**src/pkg/swwr_pkg.sv**
```systemverilog
package swwr_pkg;
    // ****************************************************************
    // Register indices (byte address is four times the index)
    // ****************************************************************
    localparam logic [15:0] IDX_ERASE_LOCK  = 16'h00B2;
    localparam logic [15:0] IDX_WD_KICK     = 16'h00F8;
    localparam logic [15:0] IDX_WD_STATUS   = 16'h2002;
    localparam logic [15:0] IDX_VREF_CTRL   = 16'h2004;
    localparam logic [15:0] IDX_REVISION    = 16'h2006;
    localparam logic [15:0] IDX_RTC_UNLOCK  = 16'h201F;
    localparam logic [15:0] IDX_AUTOWAKE    = 16'h20A9;
    localparam logic [15:0] IDX_NEAR_FLAG   = 16'h20B1;
    localparam logic [15:0] IDX_REVISION2   = 16'h20C8;
    localparam logic [15:0] IDX_TRIM_SEL    = 16'h20FD;
    // ****************************************************************
    // Field positions
    // ****************************************************************
    localparam int BIT_BOOT_LOCK = 5;
    localparam int BIT_CODE_LOCK = 4;
    localparam int BIT_KICK      = 7;
    localparam int BIT_EXPIRED   = 2;
    localparam int BIT_REF_PAD   = 7;
    localparam int BIT_REF_DIS   = 3;
    localparam int BIT_ARM       = 7;
    localparam int BIT_RES       = 3;
    localparam int BIT_NEAR      = 0;
    // ****************************************************************
    // Values and reset values
    // ****************************************************************
    localparam logic [7:0]  KICK_VALUE       = 8'hFF;
    localparam logic [3:0]  TRIM_SEL_REF_MAG = 4'h1;
    localparam logic [2:0]  PERIOD_RESET     = 3'h1;
    localparam logic [3:0]  TRIM_SEL_RESET   = 4'h0;
    localparam logic [7:0]  REVISION_DEFAULT = 8'h5A;  // Arbitrary value
    localparam logic [3:0]  STRB_BYTE0       = 4'h1;
    // ****************************************************************
    // Timing
    // ****************************************************************
    localparam int CLK_KHZ       = 50000;
    localparam int WAKE_UNIT_MS  = 2500;
    localparam int MINUTE_MS     = 60000;
    localparam int WAKE_UNIT_CYC = WAKE_UNIT_MS * CLK_KHZ;
    localparam logic [7:0] MINUTE_TICKS = 8'(MINUTE_MS / WAKE_UNIT_MS);
    // ****************************************************************
    // Types
    // ****************************************************************
    typedef enum logic [3:0] {
        AW_IDLE  = 4'b0001,
        AW_ARMED = 4'b0010,
        AW_RUN   = 4'b0100,
        AW_WAKE  = 4'b1000
    } swwr_aw_e;
    typedef struct packed {
        logic full_power;
        logic brownout;
        logic sleep;
        logic display_only;
    } swwr_mode_s;
    typedef struct packed {
        logic        req;
        logic [17:0] addr;
    } swwr_erase_s;
endpackage : swwr_pkg
```
**src/hdl/swwr_regs.sv**
```systemverilog
// Implementation choice: the APB slave port.
`timescale 1ns/100ps
// What this block does
// [RL1] Select 1 shows reference magnitude trim fuse
// [RL2] Read-only revision index at two locations
// [RL3] Reference to pad unless reference disabled
// [RL4] Arm write loads timer from the stored period and resolution
// [RL5] Full power or brownout resets, disarms timer
// [RL6] Firmware arms three clock cycles before sleep
// [RL7] Duration is period times unit, resets 001
// [RL8] Resolution 1 minute, else 2.5 seconds
// [RL9] Near flag set early, cleared write/wake fall
// [RL10] Byte write of FF restarts watchdog
// [RL11] Expired bit set on overflow, nonvolatile
// [RL12] Expired bit cleared while reset pin high
// [RL13] Firmware writes unlock before clock registers
// [RL14] Boot lock refuses erase below boot size
// [RL15] Code lock refuses erase from base upward
// [RL16] Expired armed timer raises wake request
module swwr_regs
    import swwr_pkg::*;
#(
    parameter int          UNIT_CYC = WAKE_UNIT_CYC,   // Cycles per 2.5 s unit
    parameter logic [7:0]  REVISION = REVISION_DEFAULT // Arbitrary value
) (
    // Clock and resets
    input  wire logic        pclk,
    input  wire logic        presetn,
    input  wire logic        nv_rstn,
    // APB slave
    input  wire logic        psel,
    input  wire logic        penable,
    input  wire logic        pwrite,
    input  wire logic [15:0] paddr,
    input  wire logic [31:0] pwdata,
    input  wire logic [3:0]  pstrb,
    output logic      [31:0] prdata,
    output logic             pready,
    output logic             pslverr,
    // Power modes and watchdog events
    input  wire swwr_mode_s  mode,
    input  wire logic        wd_near_overflow,
    input  wire logic        wd_overflow,
    input  wire logic        reset_pin_high,
    // Trim fuse
    input  wire logic [7:0]  reference_magnitude_trim,
    // Flash erase check
    input  wire swwr_erase_s erase,
    input  wire logic [7:0]  boot_size_kb,
    input  wire logic [7:0]  compute_code_base_kb,
    // Outputs
    output logic      [7:0]  fuse_readout,
    output logic             vref_pad_en,
    output logic             vref_disable,
    output logic             wd_restart,
    output logic             rtc_unlock,
    output logic      [7:0]  rtc_unlock_value,
    output logic             wake_req,
    output logic             erase_grant,
    output logic             erase_refused
);
    // ****************************************************************
    // Declarations
    // ****************************************************************
    logic        pready_r;          // Access-phase ready
    logic        pslverr_r;         // Unmapped address error
    logic [31:0] prdata_r;          // Read data
    logic        boot_lock_r;       // Boot region erase lock
    logic        code_lock_r;       // Code region erase lock
    logic        expired_r;         // Watchdog expired status
    logic        ref_pad_r;         // Reference to pad request
    logic        ref_dis_r;         // Reference disable
    logic [2:0]  period_r;          // Sleep period
    logic        res_r;             // Sleep resolution
    logic        near_r;            // Near-expiry flag
    logic [3:0]  trim_sel_r;        // Trim fuse select
    logic [7:0]  fuse_r;            // Fuse readout
    logic        vref_pad_r;        // Pad routing output
    logic        wd_restart_r;      // Watchdog restart pulse
    logic        rtc_unlock_r;      // Unlock pulse
    logic [7:0]  rtc_val_r;         // Unlock value
    logic        wake_r;            // Wake request
    logic        wake_d_r;          // Wake delayed for edge
    logic        grant_r;           // Erase granted pulse
    logic        refused_r;         // Erase refused pulse
    logic        hp_d_r;            // High-power mode delayed
    logic [26:0] pre_r;             // Unit prescaler
    logic [7:0]  remain_r;          // Units left
    swwr_aw_e    aw_r;              // Autowake state
    logic        acc_done;          // Transfer completes this edge
    logic        wr_en;             // Byte-0 write completes
    logic        hp;                // Full power or brownout
    logic        lp;                // Sleep or display-only
    logic        arm_wr;            // Arm write
    logic        unit_tick;         // One 2.5 s unit elapsed
    logic        mapped;            // Address decodes
    logic [31:0] rd_nxt;            // Read mux
    logic [7:0]  load_nxt;          // Loaded sleep units
    logic        boot_hit;          // Address in boot region
    logic        code_hit;          // Address in code region
    logic [9:0]  p24;               // Period scaled to minutes

    assign acc_done  = psel & penable & pready_r;
    assign wr_en     = acc_done & pwrite & pstrb[0];
    assign hp        = mode.full_power | mode.brownout;
    assign lp        = mode.sleep | mode.display_only;
    assign arm_wr    = wr_en & (paddr[15:2] == IDX_AUTOWAKE[13:0]) & pwdata[BIT_ARM];
    assign unit_tick = (pre_r == 27'(UNIT_CYC - 1));
    // Duration in 2.5 s units: period times 1 or 24
    assign p24       = {7'h00, period_r} * {2'b00, MINUTE_TICKS};
    assign load_nxt  = res_r ? p24[7:0] : {5'h00, period_r}; // [RL7] [RL8]
    assign boot_hit  = erase.addr < {boot_size_kb, 10'h000};
    assign code_hit  = erase.addr >= {compute_code_base_kb, 10'h000};

    // ****************************************************************
    // APB decode
    // ****************************************************************
    // Read mux and address check
    always_comb begin
        rd_nxt = 32'h0000_0000;
        mapped = 1'b1;
        if (paddr[1:0] != 2'b00) begin
            mapped = 1'b0;
        end else if (paddr[15:2] == IDX_ERASE_LOCK[13:0]) begin
            rd_nxt[BIT_BOOT_LOCK] = boot_lock_r;
            rd_nxt[BIT_CODE_LOCK] = code_lock_r;
        end else if (paddr[15:2] == IDX_WD_KICK[13:0]) begin
            rd_nxt = 32'h0000_0000;
        end else if (paddr[15:2] == IDX_WD_STATUS[13:0]) begin
            rd_nxt[BIT_EXPIRED] = expired_r;
        end else if (paddr[15:2] == IDX_VREF_CTRL[13:0]) begin
            rd_nxt[BIT_REF_PAD] = ref_pad_r;
            rd_nxt[BIT_REF_DIS] = ref_dis_r;
        end else if (paddr[15:2] == IDX_REVISION[13:0]) begin
            rd_nxt[7:0] = REVISION;                       // [RL2]
        end else if (paddr[15:2] == IDX_REVISION2[13:0]) begin
            rd_nxt[7:0] = REVISION;                       // [RL2]
        end else if (paddr[15:2] == IDX_RTC_UNLOCK[13:0]) begin
            rd_nxt = 32'h0000_0000;
        end else if (paddr[15:2] == IDX_AUTOWAKE[13:0]) begin
            rd_nxt[BIT_RES] = res_r;
            rd_nxt[2:0]     = period_r;
        end else if (paddr[15:2] == IDX_NEAR_FLAG[13:0]) begin
            rd_nxt[BIT_NEAR] = near_r;
        end else if (paddr[15:2] == IDX_TRIM_SEL[13:0]) begin
            rd_nxt[3:0] = trim_sel_r;
        end else begin
            mapped = 1'b0;
        end
    end

    // One wait state, then answer
    always_ff @(posedge pclk or negedge presetn) begin
        if (!presetn) begin
            pready_r  <= 1'b0;
            pslverr_r <= 1'b0;
            prdata_r  <= 32'h0000_0000;
        end else if (psel & penable & !pready_r) begin
            pready_r  <= 1'b1;
            pslverr_r <= !mapped;
            prdata_r  <= pwrite ? 32'h0000_0000 : rd_nxt;
        end else begin
            pready_r  <= 1'b0;
            pslverr_r <= 1'b0;
        end
    end

    // ****************************************************************
    // Control registers
    // ****************************************************************
    // Software fields
    always_ff @(posedge pclk or negedge presetn) begin
        if (!presetn) begin
            boot_lock_r <= 1'b0;
            code_lock_r <= 1'b0;
            ref_pad_r   <= 1'b0;
            ref_dis_r   <= 1'b0;
            period_r    <= PERIOD_RESET;                  // [RL7]
            res_r       <= 1'b0;
            trim_sel_r  <= TRIM_SEL_RESET;
        end else if (wr_en) begin
            if (paddr[15:2] == IDX_ERASE_LOCK[13:0]) begin
                boot_lock_r <= pwdata[BIT_BOOT_LOCK];
                code_lock_r <= pwdata[BIT_CODE_LOCK];
            end else if (paddr[15:2] == IDX_VREF_CTRL[13:0]) begin
                ref_pad_r <= pwdata[BIT_REF_PAD];
                ref_dis_r <= pwdata[BIT_REF_DIS];
            end else if (paddr[15:2] == IDX_AUTOWAKE[13:0]) begin
                period_r <= pwdata[2:0];
                res_r    <= pwdata[BIT_RES];
            end else if (paddr[15:2] == IDX_TRIM_SEL[13:0]) begin
                trim_sel_r <= pwdata[3:0];
            end
        end
    end

    // Fuse readout and reference routing
    always_ff @(posedge pclk or negedge presetn) begin
        if (!presetn) begin
            fuse_r     <= 8'h00;
            vref_pad_r <= 1'b0;
        end else begin
            fuse_r     <= (trim_sel_r == TRIM_SEL_REF_MAG) ? reference_magnitude_trim : 8'h00; // [RL1]
            vref_pad_r <= ref_pad_r & !ref_dis_r;         // [RL3]
        end
    end

    // ****************************************************************
    // Watchdog and clock-calendar strobes
    // ****************************************************************
    // Kick needs byte-only write of all ones; unlock takes any byte
    always_ff @(posedge pclk or negedge presetn) begin
        if (!presetn) begin
            wd_restart_r <= 1'b0;
            rtc_unlock_r <= 1'b0;
            rtc_val_r    <= 8'h00;
        end else begin
            wd_restart_r <= wr_en & (paddr[15:2] == IDX_WD_KICK[13:0]) & (pstrb == STRB_BYTE0)
                            & (pwdata[7:0] == KICK_VALUE); // [RL10]
            rtc_unlock_r <= wr_en & (paddr[15:2] == IDX_RTC_UNLOCK[13:0]); // [RL13]
            if (wr_en & (paddr[15:2] == IDX_RTC_UNLOCK[13:0])) begin
                rtc_val_r <= pwdata[7:0];
            end
        end
    end

    // Near-expiry flag: set wins over either clear
    always_ff @(posedge pclk or negedge presetn) begin
        if (!presetn) begin
            near_r <= 1'b0;
        end else if (wd_near_overflow) begin
            near_r <= 1'b1;                               // [RL9]
        end else if ((wr_en & (paddr[15:2] == IDX_NEAR_FLAG[13:0]) & !pwdata[BIT_NEAR])
                     | (wake_d_r & !wake_r)) begin
            near_r <= 1'b0;                               // [RL9]
        end
    end

    // Expired status lives on the nonvolatile reset only
    always_ff @(posedge pclk or negedge nv_rstn) begin
        if (!nv_rstn) begin
            expired_r <= 1'b0;
        end else if (wd_overflow) begin
            expired_r <= 1'b1;                            // [RL11]
        end else if (reset_pin_high
                     | (wr_en & (paddr[15:2] == IDX_WD_STATUS[13:0]) & !pwdata[BIT_EXPIRED])) begin
            expired_r <= 1'b0;                            // [RL12]
        end
    end

    // ****************************************************************
    // Autowake timer
    // ****************************************************************
    // Arm, hold in high power, count units in low power, then wake
    always_ff @(posedge pclk or negedge presetn) begin
        if (!presetn) begin
            aw_r     <= AW_IDLE;
            remain_r <= 8'h00;
            pre_r    <= 27'h0;
            hp_d_r   <= 1'b0;
            wake_r   <= 1'b0;
            wake_d_r <= 1'b0;
        end else begin
            hp_d_r   <= hp;
            wake_d_r <= wake_r;
            case (aw_r)
                AW_IDLE: begin
                    wake_r <= 1'b0;
                    pre_r  <= 27'h0;
                    if (arm_wr) begin
                        aw_r     <= AW_ARMED;             // [RL4]
                        remain_r <= load_nxt;             // [RL4]
                    end
                end
                AW_ARMED: begin
                    pre_r <= 27'h0;
                    if (arm_wr) begin
                        remain_r <= load_nxt;             // [RL4]
                    end else if (hp & !hp_d_r) begin
                        aw_r <= AW_IDLE;                  // [RL5]
                    end else if (!hp & lp) begin
                        aw_r <= AW_RUN;
                    end
                end
                AW_RUN: begin
                    if (hp) begin
                        aw_r  <= AW_IDLE;                 // [RL5]
                        pre_r <= 27'h0;
                    end else if (remain_r == 8'h00) begin
                        aw_r   <= AW_WAKE;                // [RL16]
                        wake_r <= 1'b1;
                    end else if (unit_tick) begin
                        pre_r    <= 27'h0;
                        remain_r <= remain_r - 8'h01;
                    end else begin
                        pre_r <= pre_r + 27'h1;
                    end
                end
                AW_WAKE: begin
                    if (hp) begin
                        aw_r   <= AW_IDLE;                // [RL5]
                        wake_r <= 1'b0;
                    end
                end
                default: begin
                    aw_r <= AW_IDLE;
                end
            endcase
        end
    end

    // ****************************************************************
    // Flash erase check
    // ****************************************************************
    // Refuse page erase inside a locked region
    always_ff @(posedge pclk or negedge presetn) begin
        if (!presetn) begin
            grant_r   <= 1'b0;
            refused_r <= 1'b0;
        end else begin
            refused_r <= erase.req & ((boot_lock_r & boot_hit) | (code_lock_r & code_hit)); // [RL14] [RL15]
            grant_r   <= erase.req & !((boot_lock_r & boot_hit) | (code_lock_r & code_hit));
        end
    end

    // ****************************************************************
    // Outputs
    // ****************************************************************
    assign prdata           = prdata_r;
    assign pready           = pready_r;
    assign pslverr          = pslverr_r;
    assign fuse_readout     = fuse_r;
    assign vref_pad_en      = vref_pad_r;
    assign vref_disable     = ref_dis_r;
    assign wd_restart       = wd_restart_r;
    assign rtc_unlock       = rtc_unlock_r;
    assign rtc_unlock_value = rtc_val_r;
    assign wake_req         = wake_r;
    assign erase_grant      = grant_r;
    assign erase_refused    = refused_r;
endmodule : swwr_regs

```
**config.mk**
```make
export PLATFORM = sky130hd
export DESIGN_NAME = swwr_regs
export DESIGN_NICKNAME = d
export VERILOG_FILES = /design/src/pkg/swwr_pkg.sv /design/src/hdl/swwr_regs.sv
export SDC_FILE = /design/constraint.sdc
export NUM_CORES = 1
export LEC_CHECK = 0
export BUFFER_PORTS_ARGS = -buffer_cell sky130_fd_sc_hd__buf_2
export CAP_MARGIN = 20
export CORE_MARGIN = 3
export CORE_UTILIZATION = 48
export CTS_BUF_LIST = sky130_fd_sc_hd__clkbuf_8
export DETAILED_ROUTE_END_ITERATION = 16
export GPL_ROUTABILITY_DRIVEN = 0
export HOLD_SLACK_MARGIN = 0.1
export PLACE_DENSITY = 0.87
export REMOVE_ABC_BUFFERS = 1
export SETUP_SLACK_MARGIN = 0.3
export SLEW_MARGIN = 10
export SYNTH_ARGS = -nofsm -noshare
export SYNTH_HDL_FRONTEND = slang
export SYNTH_SLANG_ARGS = --single-unit
export TNS_END_PERCENT = 20
```
**constraint.sdc**
```tcl
create_clock -name pclk -period 3.6 [get_ports pclk]
set_input_delay 0.18 -clock pclk [delete_from_list [all_inputs] [get_ports pclk]]
set_output_delay 0.18 -clock pclk [all_outputs]
set_load 0.02 [all_outputs]
```
---- Yosys cells after proc, flatten, opt, wreduce, memory -nomap -nowiden ----
Cells that the tools add are included.
cells by class
  add/sub/neg operators ................... 2
  multiply operators ...................... 1
  $lt $le $gt $ge ......................... 2
  equal/unequal tests ..................... 29
  mux-type cells .......................... 80
  bitwise operators ....................... 31
  reduce and logical (&&, ||, !) cells .... 24
operators by type and width
  cell                     number
  $mux W28                 7
  $eq A14 B14 Y1 const B   8
  $mux W32                 3
  $mux W4                  21
  $mux W27                 3
  $mux W24                 3
  $mux W8                  8
  $pmux W27 S2             1
  $mux W29                 1
  $eq A14 B8 Y1 const B    2
  $add A27 B1 Y27 const B  1
  $eq A27 B27 Y1 const B   1
  $mux W26                 1
  $mux W1                  24
  $and A1 B1 Y1            23
  $ge A18 B18 Y1           1
  $lt A18 B18 Y1           1
  $pmux W4 S4              1
  $pmux W8 S2              1
  $reduce_and A5 Y1        3
  $ne A2 B2 Y1 const B     7
  $eq A4 B1 Y1 const B     3
  $logic_not A1 Y1         9
  $mux W3                  3
  other kinds (19)         33
storage, ports and cells
  bits in registers ....................... 111
  bits of input ports ..................... 108
  output and inout bits ................... 57

---- Longest topological paths before layout ----
  word-level depth ........................ 23
  depth in mapped cells ................... 9
  gate-level depth less buffers ........... 7

---- Worst setup path before layout ----
Ideal clock, no wire load.
  path type ............................... register -> register
  start point ............................. register remain_r[0]
  end point ............................... register pre_r[2]
  setup time .............................. 126 ps
  data arrival time ....................... 2175 ps
  required time ........................... 3474 ps
  path slack .............................. 1299 ps
  stages on the path, launching flop included .. 10
  period minus slack after synthesis ...... 2301 ps
  path through ............................ dfrtp_1 > inv_1 > ha_1 > or4b_1 > or4_4 > buf_6 > buf_8 > nand3_1 > xor2_1 > nor2_1
on the way
  cells in the longest elaborated chain, start to end .. 3
ends and longest elaborated chain
  item                         line              source
  start: declaration           swwr_regs.sv:88   logic [7:0] remain_r;
  start signal: assignment     swwr_regs.sv:272  remain_r <= load_nxt;
  start signal: assignment     swwr_regs.sv:278  remain_r <= load_nxt;
  start signal: assignment     swwr_regs.sv:294  remain_r <= remain_r - 8'h01;
  $logic_not A8 Y1             swwr_regs.sv:289  end else if (remain_r == 8'h00) begin
  $ne A3 B3 Y1 (no line)       n/a
  $reduce_and A2 Y1 (no line)  n/a
  end signal: assignment       swwr_regs.sv:296  pre_r <= pre_r + 27'h1;
  end: declaration             swwr_regs.sv:87   logic [26:0] pre_r;
Every way passes these cells.
A chain may end at the register's enable or synchronous reset.

---- Worst setup path after layout ----
  start point ............................. register remain_r[0]
  end point ............................... register pre_r[8]
Same word-level chain as after synthesis.

==> results.md <==
* Resized Gates After CTS at 0
* Nets at 848
* Worst Path Arrival at 2.73 ns
* Synth top area share at 38.17%
* Skew-Pair Late Insertion Delay at 0.37 ns
* Skew final at 0.01447 ns
* Startpoint types: flop
* Power Dens Cells at 283.5 nW/um^2
* Simple-gate portion of the synthesized area at 28.69%
* Gate Count Post-Synth at 596
* Post-synth EDFFs at 0
* Initial DRC Count at 466
* Worst slew pin tran at 0.9570 ns
* Ant. Diodes at 0
* Drt via density at 5.961
* Worst ir drop on vdd at 0.1892 mV
* WP data required at 3.84 ns
* Synthesized area per cell at 9.350 um^2
* Commonest non-fill, non-tap cell in the layout: buf_2
* Async set-or-reset flop fraction in the synthesized netlist at 100.0%
* CP Cell Sequence: inv_1 -> ha_1 -> or4b_1 -> or4_4 -> nand4_1 -> xor2_1 -> nor2_1
* TritonCTS clock tree: done
* Adder-Cell Fraction of Synth Area at 4.850%
* Fmax at 0.4014 GHz
* # fillers at 936
* Final ANT Viol Nets at 0
* Largest net degree at the start of global routing at 87
* Clock buffer count from CTS at 9
* Post-synthesis xor/xnor area fraction at 3.772%
* Via Count at 5150
* Area Growth Syn to Fin at 17.15%
* Synth top area cells: dfrtp_1, ha_1, mux2_2, buf_4, nor2_1
* Post-Place Cell Area at 6120 um^2
* Setup WS post-layout at 1.109 ns
* Finished Cell Area at 6529 um^2
* Hold_buf cts at 20
* Layout cells sized above 1 at 25.14%
* Most frequent cells in the layout: buf_2, dfrtp_1, nor2_1
* Die Width at 113.8 um
* Ys Warns at 0
* Worst Path Buf+Inv at 1
* Number of remaining DRC errors at 0
* Max-slew violation count at 0
* Clock-pin transition on the worst setup and hold timing paths at 0.09 ns
* Final setup TNS at 0 ns
* Final Util at 58.93%
* Compound-Gate Fraction of Synth Area at 11.32%
* Hpwl dp at 10030 um
* # clock sinks at 87
* Critical path's top delay family: simple AND/OR/NAND/NOR gates
* Fin crit period at 2.491 ns
* Pwr Total at 1.851 mW
* Sequential fraction of the synthesis area at 39.11%
* Largest family of logic cells by synthesized area: simple AND/OR/NAND/NOR gates
* Leak at 2.975 nW
* CORE AREA at 11080 um^2
* Drt wl/cell at 16.59 um
* First-pass GRT wire length at 22760 um
* Count of cell types in the netlist at 80
* Period utilisation layout at 69.20%
* Clock buffer depth at 2
* Critical path type: flop to flop
* First-pass DRT Iterations at 5
* CP Capture Type: flop
* CP max stage cell: or4_4
* Pre-CTS WS at 1.137 ns
* Final hold violations at 0
* Die H at 113.8 um
* Vias in the first global route at 4779
* Worst hold margin at 0.1107 ns
* Multiplexer share of the synthesized area at 4.221%
* Yosys reg bits at 87
* CP peak stage delay at 0.67 ns
* Status: finished, final reports clean
* CTS root buffer: clkbuf_8
* FP Rows at 38
* Hold/Removal Path Class: input pin to asynchronous set/reset pin
* Initial antenna violation count at 0
* Post-synth design cell area at 5573 um^2
* Cells after DPL at 827
* Area leader, netlist: dfrtp_1
* Post-CTS Setup Inserts at 0
* Max-cap violation count at 0
* Routed WL at 14340 um
* CTS H-tree depth at 3
* Port Buffer Count at 116
* Most used flip-flop cell after synthesis: dfrtp_1
* Final setup fails at 0
* Max-slew headroom at 35.30%
* Total GRT Usage at 21.61%
* RSZ-0062 raised after global routing: no
* Grt ovf at 0
* CP max FO at 18
* Non-filler cells, final at 864
* DIE AREA at 12940 um^2
* Initial core utilization at 50.30%
* Total I/O pin count at 165
metal layers:
| metal | up-vias | track usage, % | routed length (um) |
|---|---|---|---|
| met4 | 0 | 7.452 | 355 |
| met3 | 37 | 4.138 | 1225 |
| li1 | 2389 | - | - |
| met5 | - | 0 | 0 |
| met1 | 2447 | 28.84 | 5875 |
| met2 | 277 | 35.34 | 6878 |
report_power, final:
part | internal [mW] | switching [mW] | leakage (nW)
sequential | 0.984 | 0.00993 | 1.18
combinational | 0.0866 | 0.126 | 1.70
clock | 0.273 | 0.371 | 0.0984
total | 1.34 | 0.506 | 2.98
sequential cells by signal (all words and copies together) (netlist names), 3 cells and up:
register	cells
aw_r	4
fuse_readout	8
period_r	3
prdata	8
pre_r	27
remain_r	8
rtc_unlock_value	8
trim_sel_r	4
synthesized netlist by cell type, types with 4 or more instances:
cell type  instances
nor4_1            18
nand3_1           24
nor2b_1            4
inv_1             28
nand2b_1          10
and4_1             5
or2_2              4
clkbuf_1          20
nand4_1           27
and2_1            12
a31oi_1            6
buf_4             25
and3_1            12
a21oi_1           11
mux2_2            20
nor2_1            50
xnor2_1            8
buf_6              5
nand2_1           35
or4_1              5
dfrtp_1           85
ha_1              20
or3_1              8
nor3_1            20
xor2_1            16
o21ai_0           29
nor4b_1            9
worst register-to-register path, stage by stage (launching register included):
cell,delay [ns]
dfrtp_1,0.46
inv_1,0.15
ha_1,0.18
or4b_1,0.49
or4_4,0.67
nand4_1,0.19
xor2_1,0.18
nor2_1,0.06
logic make-up (layout without fill, tap and decap cells):
| family | count (synthesis) | after routing |
|---|---|---|
| xor+xnor | 24 | 24 |
| fa+ha+maj | 21 | 21 |
| simple gates | 271 | 271 |
| buf+inv | 80 | 185 |
| mux | 21 | 21 |
| compound gates | 91 | 91 |
| other cells | 1 | 24 |
| flops | 87 | 87 |
path summary, 6_finish.rpt:
check	startpoint	end	slack (ns)	cells past startpoint
max in group asynchronous	presetn	period_r[0]	2.74	3
worst max register to register	remain_r[0]	pre_r[8]	1.11	7
worst min-delay path	nv_rstn	expired_r	0.11	2
worst min register to register	wake_req	wake_d_r	0.46	0
worst max-delay path	remain_r[0]	pre_r[8]	1.11	7
min in group pclk	pwdata[0]	wd_restart	0.13	3
final cells by class:
cell class	count	area, um^2	area share (%)
Clock buffer	10	137.6	2.108
Clock inverter	6	43.79	0.6708
Inverter	28	105.1	1.610
Multi-Input combinational cell	452	3047	46.67
Sequential cell	87	2180	33.38
Tap cell	140	175.2	2.683
Timing Repair Buffer	141	840.8	12.88
No activity file was read; power rests on OpenSTA's default activity.
